[config.mk]
export PLATFORM = sky130hd
export DESIGN_NAME = watch_interval_prescaler
export DESIGN_NICKNAME = d
export VERILOG_FILES = /design/src/core/watch_interval_pkg.sv /design/src/core/prescaler_if.sv /design/src/core/prescaler_counter.sv /design/src/core/watch_interval_prescaler.sv
export VERILOG_INCLUDE_DIRS = /design/src /design/src/core
export SDC_FILE = /design/constraint.sdc
export NUM_CORES = 1
export LEC_CHECK = 0
export ABC_AREA = 1
export BUFFER_PORTS_ARGS = -buffer_cell sky130_fd_sc_hd__buf_4
export CAP_MARGIN = 10
export CORE_ASPECT_RATIO = 1.4
export CORE_MARGIN = 2
export CORE_UTILIZATION = 35
export DETAILED_ROUTE_END_ITERATION = 6
export GPL_TIMING_DRIVEN = 0
export PLACE_DENSITY_LB_ADDON = 0.08
export SETUP_SLACK_MARGIN = 0.5
export SYNTH_ARGS = -nofsm -noshare
export SYNTH_HDL_FRONTEND = slang
export SYNTH_HIERARCHICAL = 1
export SYNTH_SLANG_ARGS = --single-unit
[constraint.sdc]
create_clock -name pclk -period 1.4 [get_ports pclk]
set_clock_uncertainty 0.1 [all_clocks]
set_input_delay 0.21 -clock pclk [delete_from_list [all_inputs] [get_ports pclk]]
set_output_delay 0.21 -clock pclk [all_outputs]
set_load 0.05 [all_outputs]
[src/core/watch_interval_defines.svh]
// Purpose: constants of the interval prescaler
// Assumes: included by bare name
// Notes:   offsets are byte addresses on the apb slave
`ifndef WATCH_INTERVAL_DEFINES_SVH
`define WATCH_INTERVAL_DEFINES_SVH

`define CTRL_OFFSET      12'h000
`define CTRL_RESET       8'h00
`define BIT_FLAG         7
`define BIT_IRQ_EN       6
`define BIT_RSVD_HI      5
`define BIT_RSVD_LO      4
`define BIT_SEL_HI       3
`define BIT_SEL_LO       1
`define BIT_CLEAR        0
`define COUNT_W          17
`define COUNT_ONES       17'h1_FFFF
`define WDT_TAP_BIT      16
`define SYNC_PINS        2

`endif

[src/core/watch_interval_pkg.sv]
// Purpose: types of the interval prescaler
// Assumes: nothing
// Notes:   the interval table lives here so both modules agree
package watch_interval_pkg;

    typedef logic [2:0]  interval_select_t;
    typedef logic [16:0] count_t;
    typedef logic [4:0]  exponent_t;

    typedef enum logic [1:0] {
        SRC_NONE = 2'b00,
        SRC_SUB  = 2'b01,
        SRC_RC   = 2'b11
    } source_e;

    function automatic exponent_t interval_exponent(input interval_select_t sel);
        exponent_t k;
        k = 5'd11;
        case (sel)
            3'b100:  k = 5'd10;
            3'b000:  k = 5'd11;
            3'b001:  k = 5'd12;
            3'b010:  k = 5'd13;
            3'b011:  k = 5'd14;
            3'b101:  k = 5'd15;
            3'b110:  k = 5'd16;
            3'b111:  k = 5'd17;
            default: k = 5'd11;
        endcase
        return k;
    endfunction

endpackage

[src/core/prescaler_if.sv]
// Purpose: joins the control top to the prescaler counter
// Assumes: single pclk domain
// Notes:   tick and clear are one-cycle pulses
interface prescaler_if;
    logic                                tick;
    logic                                clear;
    watch_interval_pkg::interval_select_t sel;
    watch_interval_pkg::count_t          count;
    logic                                event_hit;

    modport ctrl (output tick, output clear, output sel, input count, input event_hit);
    modport core (input tick, input clear, input sel, output count, output event_hit);
endinterface

[src/core/prescaler_counter.sv]
// Purpose: down-counting prescaler with selectable interval tap
// Assumes: tick is one pclk pulse per half-rate count-clock period
// Notes:   17 stages so the longest interval of 2^17 ticks fits
`include "watch_interval_defines.svh"

module prescaler_counter (
    input  wire logic   pclk,
    input  wire logic   presetn,
    prescaler_if.core   pif
);

    watch_interval_pkg::count_t    mask;
    watch_interval_pkg::exponent_t k;

    always_comb begin
        k    = watch_interval_pkg::interval_exponent(pif.sel);
        mask = watch_interval_pkg::count_t'((18'h0_0001 << k) - 18'h0_0001);
    end

    // reset and clear both load all ones; wraps from zero to all ones
    always_ff @(posedge pclk or negedge presetn) begin
        if (!presetn) begin
            pif.count <= `COUNT_ONES;
        end else if (pif.clear) begin
            pif.count <= `COUNT_ONES;
        end else if (pif.tick) begin
            pif.count <= pif.count - 17'h0_0001;
        end
    end

    // interval elapses when the low k bits roll from zero; clear suppresses it
    assign pif.event_hit = pif.tick && !pif.clear && ((pif.count & mask) == '0);

endmodule

[src/core/watch_interval_prescaler.sv]
// Purpose: interval prescaler on the low-speed clocks, apb control register
// Assumes: sub clocks arrive as pins far slower than pclk; mode inputs are on pclk
// Notes:   count clock is recovered by edge detection, not used as a clock
// Overview of operation
// - flag sets every selected interval since last clear, irrespective of enable; the code does not set it while sub_stop_mode is high.
// - interrupt request is high while flag and enable are both one.
// - flag reads its state; writing zero clears, writing one keeps it.
// - read-modify-write reads return one for the flag bit.
// - enable bit gates the request output to the interrupt controller.
// - bits five and four read zero and ignore writes.
// - select field picks 2^10 to 2^17 half-rate periods per table.
// - writing one to clear bit loads all ones into the counter.
// - clear bit always reads zero.
// - clearing also clears watchdog counter when watchdog uses a tap.
// - in main-clock stop modes counting, flag and interrupt keep working.
// - watchdog tap restarts from initial phase together with its counter clear.
// - seventeen-bit down count from all ones, wrapping zero to all ones.
// - count clock is subclock or sub-rc halved, subclock preferred.
// - clear coinciding with tap overflow does not set the flag.
// - reset, stop from sub mode, or dropped enable in main mode clear.
//
// Implementation choices: the APB slave port and the register offsets.
`include "watch_interval_defines.svh"

module watch_interval_prescaler (
    input  wire logic        pclk,
    input  wire logic        presetn,
    input  wire logic        psel,
    input  wire logic        penable,
    input  wire logic        pwrite,
    input  wire logic [11:0] paddr,
    input  wire logic [31:0] pwdata,
    output logic      [31:0] prdata,
    output logic             pready,
    output logic             pslverr,
    input  wire logic        rmw_access,
    input  wire logic        subclk_pin,
    input  wire logic        subrc_pin,
    input  wire logic        sub_osc_enable,
    input  wire logic        subrc_osc_enable,
    input  wire logic        sub_stable,
    input  wire logic        subrc_stable,
    input  wire logic        main_clock_mode,
    input  wire logic        sub_stop_mode,
    input  wire logic        stop_entry_from_sub,
    input  wire logic        wdt_uses_tap,
    output logic             wdt_tap,
    output logic             wdt_clear,
    output logic             irq
);

    prescaler_if pif ();

    prescaler_counter u_counter (
        .pclk    (pclk),
        .presetn (presetn),
        .pif     (pif)
    );

    logic [`SYNC_PINS-1:0]          pin_raw;
    logic [`SYNC_PINS-1:0]          sync1;
    logic [`SYNC_PINS-1:0]          sync2;
    logic [`SYNC_PINS-1:0]          sync3;
    logic [`SYNC_PINS-1:0]          pin_rise;
    watch_interval_pkg::source_e    src;
    logic                           src_rise;
    logic                           half_div;
    logic                           flag;
    logic                           irq_enable;
    watch_interval_pkg::interval_select_t sel;
    logic                           sub_en_d;
    logic                           rc_en_d;
    logic                           addr_hit;
    logic                           wr_access;
    logic                           sw_clear;
    logic                           osc_drop;
    logic                           any_clear;

    assign pin_raw = {subrc_pin, subclk_pin};

    // two flops before use; the third only feeds the edge detector
    genvar i;
    generate
        for (i = 0; i < `SYNC_PINS; i++) begin : g_sync
            always_ff @(posedge pclk or negedge presetn) begin
                if (!presetn) begin
                    sync1[i] <= 1'b0;
                    sync2[i] <= 1'b0;
                    sync3[i] <= 1'b0;
                end else begin
                    sync1[i] <= pin_raw[i];
                    sync2[i] <= sync1[i];
                    sync3[i] <= sync2[i];
                end
            end
            assign pin_rise[i] = sync2[i] & ~sync3[i];
        end
    endgenerate

    // subclock wins when both are enabled and stable
    always_comb begin
        if (sub_osc_enable && sub_stable) begin
            src = watch_interval_pkg::SRC_SUB;
        end else if (subrc_osc_enable && subrc_stable) begin
            src = watch_interval_pkg::SRC_RC;
        end else begin
            src = watch_interval_pkg::SRC_NONE;
        end
        case (src)
            watch_interval_pkg::SRC_SUB: src_rise = pin_rise[0];
            watch_interval_pkg::SRC_RC:  src_rise = pin_rise[1];
            default:                     src_rise = 1'b0;
        endcase
    end

    // divide by two; restarting the divider on clear keeps the tap phase exact
    always_ff @(posedge pclk or negedge presetn) begin
        if (!presetn) begin
            half_div <= 1'b0;
        end else if (any_clear) begin
            half_div <= 1'b0;
        end else if (src_rise) begin
            half_div <= ~half_div;
        end
    end

    // counting needs only a running source, so main-clock stop keeps going
    assign pif.tick  = src_rise && half_div;
    assign pif.sel   = sel;
    assign pif.clear = any_clear;

    assign addr_hit  = (paddr == `CTRL_OFFSET);
    assign wr_access = psel && penable && pwrite && addr_hit;
    assign sw_clear  = wr_access && pwdata[`BIT_CLEAR];

    always_ff @(posedge pclk or negedge presetn) begin
        if (!presetn) begin
            sub_en_d <= 1'b0;
            rc_en_d  <= 1'b0;
        end else begin
            sub_en_d <= sub_osc_enable;
            rc_en_d  <= subrc_osc_enable;
        end
    end

    assign osc_drop  = main_clock_mode && ((sub_en_d && !sub_osc_enable) || (rc_en_d && !subrc_osc_enable));
    assign any_clear = sw_clear || osc_drop || stop_entry_from_sub;

    always_ff @(posedge pclk or negedge presetn) begin
        if (!presetn) begin
            sel        <= 3'h0;
            irq_enable <= 1'b0;
        end else if (wr_access) begin
            sel        <= pwdata[`BIT_SEL_HI:`BIT_SEL_LO];
            irq_enable <= pwdata[`BIT_IRQ_EN];
        end
    end

    // set beats a same-cycle write of zero; flag is held off in sub-clock stop
    always_ff @(posedge pclk or negedge presetn) begin
        if (!presetn) begin
            flag <= 1'b0;
        end else if (pif.event_hit && !sub_stop_mode) begin
            flag <= 1'b1;
        end else if (wr_access && !pwdata[`BIT_FLAG]) begin
            flag <= 1'b0;
        end
    end

    assign irq = flag && irq_enable;

    // read data is captured in the setup phase so it stands as a flop output
    always_ff @(posedge pclk or negedge presetn) begin
        if (!presetn) begin
            prdata <= 32'h0000_0000;
        end else if (psel && !penable) begin
            if (addr_hit && !pwrite) begin
                prdata <= {24'h00_0000, flag | rmw_access, irq_enable, 2'b00, sel, 1'b0};
            end else begin
                prdata <= 32'h0000_0000;
            end
        end
    end

    assign pready  = 1'b1;
    assign pslverr = psel && penable && !addr_hit;

    // tap and watchdog clear move on the same edge so the watchdog period holds
    always_ff @(posedge pclk or negedge presetn) begin
        if (!presetn) begin
            wdt_clear <= 1'b0;
        end else begin
            wdt_clear <= any_clear && wdt_uses_tap;
        end
    end

    assign wdt_tap = pif.count[`WDT_TAP_BIT];
endmodule

### Word level (Yosys, flattened, before mapping)

Memory sizes are Yosys's and may differ from the RTL's.
Index checks and enable logic that the tools add are counted.

* reduce and logical (&&, ||, !) cells: 35
* eq/ne operators: 2
* shift-type cells: 1
* bitwise operators: 7
* $add $sub $neg: 2
* mux-type cells: 10

Operators by type and width (number)
* $mux W17: 2
* $sub A17 B1 Y17 const B: 2
* $logic_and A1 B1 Y1: 19
* $and A17 B17 Y17: 1
* $logic_not A17 Y1: 1
* $shl A1 B5 Y17 const A: 1
* $logic_not A12 Y1: 1
* $logic_not A1 Y1: 8
* $mux W8: 1
* $reduce_bool A2 Y1: 3
* $mux W1: 4
* $mux W2: 2
* $logic_or A1 B1 Y1: 3
* $not A1 Y1: 3
* $and A1 B1 Y1: 2
* $eq A2 B1 Y1 const B: 1
* $eq A2 B2 Y1 const B: 1
* $pmux W1 S2: 1
* $or A1 B1 Y1: 1

* bits in registers: 64
* logic and storage cells: 73
* bits in read-only memories: 40
* memories: 1
* output and inout bits: 37

Memories
* (name not given): words 8, width 5, rd ports 1, clocked after Yosys merged registers in 0, wr ports 0, line watch_interval_pkg.sv:19 `case (sel)`

### Longest topological paths before layout

Gate-level depths: netlist of the first run.

* word-level depth: 11
* depth in mapped cells: 14
* mapped depth without buffers: 14

### By module

Netlist of the first run, hierarchy kept.

By module, submodules not included
* prescaler_counter: instances 1, sequential area each 446.7 um^2, area an instance 1156.1 um^2, cells an instance 169
* watch_interval_prescaler: instances 1, sequential area each 500.5 um^2, area an instance 1086.0 um^2, cells an instance 136

### Worst setup path before layout of the first run

Ideal clock, no wire load.

* kind: register to register
* start: reg sub_en_d
* end: reg flag
* library setup time: 0.065 ns
* path buffers: 0
* required time: 1.235 ns
* slack: -0.153 ns
* data arrival time: 1.389 ns
* clock period less this slack: 1.553 ns
* stages on the path, launching flop included: 12
* path through: dfrtp_1 > nand2_1 > o21ai_0 > a21oi_1 > nand2_1 > nor2_2 > nand3_1 > nor2_1 > nand3_1 > nor2_1 > nand2_1 > nand2_1

* longest elaborated chain between the ends: 10
* elaborated cells on any way between the ends: 11

RTL lines
* start, declared: line watch_interval_prescaler.sv:71 `logic sub_en_d;`
* start signal, assigned: line watch_interval_prescaler.sv:141 `sub_en_d <= sub_osc_enable;`
* $logic_and A1 B1 Y1 (*): line watch_interval_prescaler.sv:146 `assign osc_drop = main_clock_mode && ((sub_en_d && !sub_osc_enable) || (rc_en_d && !subrc_osc_enable));`
* $logic_or A1 B1 Y1 (*): line watch_interval_prescaler.sv:146
* $logic_and A1 B1 Y1 (*): line watch_interval_prescaler.sv:146
* $logic_or A1 B1 Y1 (*) (2 in a row): line watch_interval_prescaler.sv:147 `assign any_clear = sw_clear || osc_drop || stop_entry_from_sub;`
* net any_clear: line watch_interval_prescaler.sv:77 `logic any_clear;`
* $logic_not A1 Y1 (*): line prescaler_counter.sv:32 `assign pif.event_hit = pif.tick && !pif.clear && ((pif.count & mask) == '0);`
* $logic_and A1 B1 Y1 (*) (2 in a row): line prescaler_counter.sv:32
* net pif.event_hit: line prescaler_if.sv:9 `logic event_hit;`
* $logic_and A1 B1 Y1 (*): line watch_interval_prescaler.sv:163 `end else if (pif.event_hit && !sub_stop_mode) begin`
* $mux W1 / $reduce_bool A2 Y1 (equally long branches)
* end signal, assigned: line watch_interval_prescaler.sv:162 `flag <= 1'b0;`
* end signal, assigned: line watch_interval_prescaler.sv:164 `flag <= 1'b1;`
* end signal, assigned: line watch_interval_prescaler.sv:166 `flag <= 1'b0;`
* end, declared: line watch_interval_prescaler.sv:68 `logic flag;`

Mark *: on every way through the listed nets, which the timed path passes. The rest lies on a longest branch.
A chain may end at the register's enable or synchronous reset.

### Final worst setup path of the first run

* start: reg sync3[1]
* end: reg half_div

* longest elaborated chain between the ends: 4

RTL lines
* start, declared: line watch_interval_prescaler.sv:63 `` logic [`SYNC_PINS-1:0] sync3; ``
* start signal, assigned by index: line watch_interval_prescaler.sv:93 `sync3[i] <= sync2[i];`
* $not A1 Y1: line watch_interval_prescaler.sv:96 `assign pin_rise[i] = sync2[i] & ~sync3[i];`
* $and A1 B1 Y1: line watch_interval_prescaler.sv:96
* $pmux W1 S2: line watch_interval_prescaler.sv:109 `case (src)`
* $reduce_bool A2 Y1 (no source line)
* end signal, assigned: line watch_interval_prescaler.sv:123 `half_div <= ~half_div;`
* end, declared: line watch_interval_prescaler.sv:67 `logic half_div;`

No other way between the ends.

==> impl_metrics.csv, run 1 <==
group,metric,value,unit
layout,finalNetCount,474,
setup_path,cp_data_required_time,1520,ps
timing,whs,-223.8,ps
run,cap_violations,0,
cts,cts_buffers,5,
setup_path,cp_max_fo,2,
global_route,grt_pass1_vias,2090,
floorplan,floorplan.die.height,98.70,um
timing,fin_ws,-223.2,ps
floorplan,fp.dieArea,0.007071,mm^2
timing,drv_slew,0,
cts,clock_latency,290,ps
global_route,antenna_found_initial,0,
synthesis,avgSynthCellArea,7.351,um^2
cts,cts_tree,"built",
placed_design,hpwl,3.786,mm
layout,mostFrequentLayoutCells,"buf_4, nand2_1, inv_1, nand3_1, conb_1",
route,dr.pass1.iters,4,
timing,timing.fmax,616.1,MHz
setup_path,critPathLaunch,"sync3[1]",
setup_path,crit_path_end_kind,"flip-flop",
setup_path,critPathKind,"reg -> reg",
placed_design,port_buffers,42,
placed_design,gp_congestion,0.8194,
pwr,power.density,748.1,mW/mm^2
timing,finalSetupTns,-2904,ps
setup_path,r2r_cells,11,
setup_path,r2r-end,"half_div",
floorplan,ios,97,
layout,layout_commonest_cell,"buf_4",
global_route,grt_max_degree,38,
floorplan,die_x,71.65,um
cts,htreeDepth,2,
synthesis,synth_edf_count,0,
floorplan,placeableCoreArea,0.006211,mm^2
setup_path,startpoint_type,"flip-flop",
route,postRouteAntennaNets,0,
layout,layout-drive-gt1-share,0.4722,
floorplan,initial_core_util,0.3610,
timing,setup_viol,19,
global_route,grt_pass1_wl,8.983,mm
global_route,grt_overflow_total,0,
synthesis,yosysWarnings,6,
route,drt-initial-drc-count,49,
cts,clock_path_buffers,2,
synthesis,synthTopCellsByArea,"dfrtp_1, dfstp_2, nand2_1",
route,drcViolationCount,0,
min_path,hold_path_class,"in -> async",
pwr,vdd_drop_max,369.2,uV
cts,root_buffer,"clkbuf_8",
synthesis,synth_seq_cells,37,
outcome,outcome,"finished, violations left",
layout,syn_to_final_growth,56.36,%
outcome,violations,"negative hold slack, negative setup slack",
timing,fin_crit,1623,ps
synthesis,postSynth.asyncResetShare,1.000,
timing,rsz0062_at_grt,"yes",
route,viasPerCell,4.435,
pwr,total_power,2.623,mW
route,vias,2151,
layout,diodes,0,
setup_path,cp.arrival,1750,ps
timing,hold_violations,20,
synthesis,syn_inst,305,
route,wl_per_cell,10.89,um
setup_path,r2r_start,"sync3[1]",
floorplan,row_count,34,
cts,postCtsHoldBufs,4,
synthesis,yosysTopAreaCellShare,0.2232,
synthesis,synth_top_area_cell,"dfrtp_1",
synthesis,ys_seq_area_frac,0.4224,
setup_path,rrSetupSlack,-220,ps
cts,cts.sinks,37,
route,wl,5.280,mm
timing,fin_crit_sh,1.159,
cts,clk_pin_slew,80,ps
pwr,power.static_leakage,1.776,nW
synthesis,syn_area,0.002242,mm^2
synthesis,ys.flop_type,"dfrtp_1",
synthesis,synthDistinctLibCells,27,
global_route,gr-usage-all-layers,0.1585,
-- synthesized netlist by cell type (2+ instances only) --
cell type / n
o21ai_0: 12
nand3_2: 2
buf_4: 28
o21ai_1: 2
nand2_1: 73
or2_2: 2
ha_1: 2
a21oi_1: 5
nor2_1: 35
a22oi_1: 2
nand2_2: 2
dfstp_2: 17
nor2_2: 8
dfrtp_1: 20
conb_1: 2
inv_1: 43
nand4_1: 5
nand3_1: 35
inv_2: 2
-- critical path, cell delays in order, from the launching register on --
cell and delay (ps):
dfrtp_1 380, a21oi_2 120, nand3_2 90, buf_4 140, buf_4 120, buf_6 100
buf_6 100, buf_6 100, buf_6 100, nand3b_1 60, nand2_1 50, nor2_1 90
-- worst max path at each step --
stage / end / cells past startpoint
detailed placement: flag / 12
floorplan: flag / 13
global placement: flag / 12
CTS: flag / 11
finish: half_div / 11
global route: flag / 13
-- stage by stage --
stage | cells | cell area [um^2] | util | setup slack (ps)
CTS | 478 | 3387 | 0.5453 | -210.2
floorplan | 331 | 2419 | - | -86.75
global route | 485 | 3506 | 0.5645 | -343.3
finish | 485 | 3506 | 0.5645 | -223.2
detailed placement | 445 | 2824 | 0.4547 | -469.3
global placement | 445 | 2824 | 0.4547 | -448.9
-- timing repair --
action / CTS / global route
buffers inserted: 21 / 7
resized for setup: 69 / 20
hold endpoints to repair: 24 / 20
pin swaps: 30 / 15
setup endpoints to repair: 34 / 38
-- cells by family (layout without fill, tap and decap cells) --
| logic type | after synthesis | after routing | synth area share |
|---|---|---|---|
| flops | 37 | 37 | 0.4224 |
| compound gates | 22 | 22 | 0.05190 |
| simple gates | 167 | 167 | 0.3348 |
| buf+inv | 75 | 157 | 0.1763 |
| other cells | 2 | 28 | 0.003349 |
| fa+ha+maj | 2 | 2 | 0.01116 |
-- per-layer routing --
| metal | vias up | global-route usage | part of all wire |
|---|---|---|---|
| met4 | 0 | 0.06967 | 0.027 |
| met5 | - | 0 | 0 |
| met2 | 56 | 0.2856 | 0.54 |
| met1 | 976 | 0.1779 | 0.39 |
| li1 | 1108 | - | - |
| met3 | 11 | 0.02965 | 0.044 |
-- flip-flops by register name, indices dropped and copies added (netlist names) --
signal / count
flag: 1
half_div: 1
irq_enable: 1
pif.sel: 3
prdata: 5
rc_en_d: 1
sub_en_d: 1
sync1: 2
sync2: 2
sync3: 2
u_counter/pif.count: 17
wdt_clear: 1
-- power breakdown --
group / internal, mW / leakage, nW / total (mW) / switching, mW
clock network: 0.579 / 0.0574 / 0.984 / 0.405
logic: 0.219 / 1.29 / 0.538 / 0.319
registers: 1.09 / 0.430 / 1.10 / 0.00753
-- final cells by class --
| type | instances | area (um^2) |
|---|---|---|
| plain buffers | 30 | 236.5 |
| clock buffers | 6 | 82.58 |
| clock inverters | 2 | 37.54 |
| fillers | 587 | 2705 |
| inverters | 45 | 185.2 |
| multi-input cells | 219 | 1211 |
| flip-flops and latches | 37 | 953.4 |
| well taps | 72 | 90.09 |
| repair buffers | 74 | 709.4 |
(Power assumes the default switching activity.)
==> run 2, diff against run 1 <==
--- a/config.mk
+++ b/config.mk
@@ -6,7 +6,6 @@
 export SDC_FILE = /design/constraint.sdc
 export NUM_CORES = 1
 export LEC_CHECK = 0
-export ABC_AREA = 1
 export BUFFER_PORTS_ARGS = -buffer_cell sky130_fd_sc_hd__buf_4
 export CAP_MARGIN = 10
 export CORE_ASPECT_RATIO = 1.4
==> run 2 against run 1 <==
The flow still finishes with violations (negative hold slack, negative setup slack). Wire length decreased by 14%. Core utilization decreased by 2.4 points. Fmax decreased by 18%. Synthesized cell count decreased by 38%. Sequential power about the same. Die area decreased by 7.7%. Power decreased by 13%. Sequential cell count unchanged. Non-clock buffer count decreased by 4. Via count decreased by 25%. Area after synthesis decreased by 8.0%. Largest power group unchanged.
==> impl_metrics.csv, run 2 <==
group,metric,value,unit
cts,root_buffer,"clkbuf_8",
setup_path,critPathKind,"reg -> reg",
cts,postCtsHoldBufs,5,
global_route,grt_overflow_total,0,
synthesis,yosysTopAreaCellShare,0.2427,
pwr,power.internal,1.612,mW
min_path,hold_path_class,"in -> async",
placed_design,port_buffers,42,
placed_design,placed_area,0.002596,mm^2
layout,layout_commonest_cell,"buf_4",
global_route,grt_pass1_vias,1495,
timing,fin_ws,-580.9,ps
synthesis,postSynth.asyncResetShare,1.000,
timing,finalSetupTns,-6423,ps
layout,largest_registers,"u_counter/pif.count (17), prdata (5), pif.sel (3)",
run,cap_violations,0,
global_route,gr-usage-all-layers,0.1464,
layout,post-route-util,0.5403,
layout,largest_reg_flops,17,
global_route,grt_max_degree,38,
placed_design,hpwl,3.056,mm
cts,clock_path_buffers,2,
floorplan,floorplan.die.height,94.82,um
setup_path,startpoint_type,"flip-flop",
synthesis,netlist_top_cells_count,"buf_4, dfrtp_1, dfstp_2, nand2b_1, nor2b_1",
setup_path,cp_slowest_stage_delay,380,ps
route,dr.pass1.iters,4,
setup_path,cp.buffers_inverters,1,
pwr,clockPowerShare,0.318,
synthesis,ys_seq_area_frac,0.4593,
pwr,power.static_leakage,1.435,nW
timing,maxSlewHeadroom,0.6544,
setup_path,crit_chain,"and4b_1 -> a21oi_2 -> nor2b_4 -> or2_1 -> nand4_1 -> buf_4 -> nor3_2 -> or3b_1",
layout,top_register,"u_counter/pif.count",
cts,clk_pin_slew,80,ps
pwr,comb_power_share,0.202,
route,drcViolationCount,0,
setup_path,critPathSlowestCell,"dfrtp_1",
layout,finish.instance_area,0.003123,mm^2
floorplan,row_count,33,
route,vias,1618,
setup_path,crit_cells,8,
synthesis,yosysMostFrequentCell,"buf_4",
timing,hold_violations,20,
route,wl_per_cell,12.55,um
outcome,violations,"negative hold slack, negative setup slack",
floorplan,initial_core_util,0.3567,
pwr,power.density,728.4,mW/mm^2
layout,multi_input_area,0.001099,mm^2
timing,worstMarginPinSlew,511.2,ps
synthesis,synth_edf_count,0,
synthesis,syn_area,0.002062,mm^2
timing,setup_viol,19,
setup_path,cp_max_fo,5,
layout,seq_area,953.4,um^2
setup_path,rrSetupSlack,-580,ps
pwr,vdd_drop_max,384.0,uV
layout,diodes,0,
cts,cts_tree,"built",
layout,mostFrequentLayoutCells,"buf_4, conb_1, dfstp_2, dfrtp_1, buf_6",
synthesis,yosysWarnings,6,
layout,fillers,541,
pwr,swShare,0.2916,
route,wl,4.542,mm
layout,finalNetCount,353,
floorplan,die_x,68.87,um
pwr,pwr-share-seq,0.480,
route,drt-initial-drc-count,39,
layout,syn_to_final_growth,51.46,%
cts,htreeDepth,2,
timing,timing.fmax,504.8,MHz
setup_path,r2r_cells,8,
synthesis,synth_top_area_cell,"dfrtp_1",
global_route,antenna_found_initial,0,
route,viasPerCell,4.470,
timing,fin_crit,1981,ps
synthesis,synthTopCellsByArea,"dfrtp_1, dfstp_2, buf_4",
setup_path,cp.arrival,2100,ps
synthesis,syn_inst,189,
placed_design,gp_congestion,0.7202,
timing,rsz0062_at_grt,"yes",
synthesis,synth_seq_cells,37,
outcome,outcome,"finished, violations left",
floorplan,placeableCoreArea,0.005781,mm^2
floorplan,ios,97,
route,postRouteAntennaNets,0,
layout,finalNonFillerCells,362,
cts,clock_latency,290,ps
timing,whs,-229.4,ps
setup_path,crit_path_end_kind,"flip-flop",
synthesis,ys.flop_type,"dfrtp_1",
setup_path,r2r_start,"sync2[1]",
layout,layout-drive-gt1-share,0.5514,
synthesis,avgSynthCellArea,10.91,um^2
floorplan,fp.dieArea,0.006530,mm^2
placed_design,place_inst,327,
setup_path,cp_data_required_time,1520,ps
cts,cts.sinks,37,
timing,drv_slew,0,
synthesis,synthDistinctLibCells,52,
setup_path,r2r-end,"u_counter/pif.count[13]",
timing,fin_crit_sh,1.415,
cts,cts_buffers,5,
global_route,grt_pass1_wl,7.148,mm
pwr,power_switching,0.6633,mW
setup_path,crit_family,"simple AND/OR/NAND/NOR gates",
## run 2: cell count changes after synthesis, moves of 4 or more
| cell | previous run | this run |
|---|---|---|
| nand2_1 | 73 | 4 |
| nand2b_1 | 0 | 9 |
| nor2_2 | 8 | 0 |
| nor3_1 | 0 | 4 |
| inv_1 | 43 | 7 |
| nor2_1 | 35 | 6 |
| a22o_1 | 0 | 5 |
| o21ai_0 | 12 | 7 |
| mux2_2 | 0 | 4 |
| xor2_1 | 0 | 6 |
| nand3_1 | 35 | 2 |
| nor2b_1 | 0 | 9 |
## run 2: routing by layer
layer,track usage,share of wire,vias to the layer above
met3,0.04052,0.077,6
li1,-,-,807
met5,0,0,-
met1,0.1779,0.40,758
met2,0.2452,0.51,47
met4,0.04902,0.014,0
## run 2: final cells by class
cell class / instances / area share
clock inverter: 3 / 0.005609
multi-input combinational: 140 / 0.3518
clock buffer: 5 / 0.02204
buffer: 31 / 0.07652
tap: 70 / 0.02804
sequential: 37 / 0.3053
inverter: 7 / 0.008413
timing repair buffer: 69 / 0.2023
## run 2: logic make-up after synthesis
kind of cell,count (synthesis),share of synthesized area
and+or+nand+nor,68,0.2445
muxes,7,0.03641
buffers and inverters,38,0.1208
other,2,0.003642
DFF,37,0.4593
adders and majority gates,2,0.01213
AOI/OAI and AO/OA,28,0.09345
xor gates and xnor gates,7,0.02973
## run 2: timing repair
action,in CTS,in global routing
buffers inserted,17,4
endpoints found under the setup margin,38,38
hold endpoints to repair,25,20
gates cloned,0,1
pin swaps,15,9
gates resized for setup,44,16
## run 2: worst max path at each step
| stage | start | endpoint |
|---|---|---|
| CTS | sync3[1] | u_counter/pif.count[15] |
| global route | sync3[1] | flag |
| floorplan | paddr[8] | u_counter/pif.count[15] |
| finish | sync2[1] | u_counter/pif.count[13] |
| detailed placement | paddr[3] | u_counter/pif.count[15] |
| global placement | paddr[3] | u_counter/pif.count[15] |
## run 2: power by group through the flow
stage	combinational, mW	clock, mW	sequential (mW)
2_1_floorplan	0.277	0	1.12
3_3_place_gp	0.408	0	1.11
3_5_place_dp	0.409	0	1.11
4_1_cts	0.449	0.769	1.09
5_1_grt	0.494	0.816	1.09
6_report	0.460	0.723	1.09
## run 2: metrics by stage
stage / hold WS [ps] / total power, mW / worst slack, ps
after floorplan: -185.6 / 1.392 / -586.9
after global placement: 112.6 / 1.517 / -1009
after detailed placement: 104.6 / 1.518 / -1020
after CTS: -214.0 / 2.308 / -601.1
after global routing: -198.6 / 2.403 / -714.0
final: -229.4 / 2.275 / -580.9
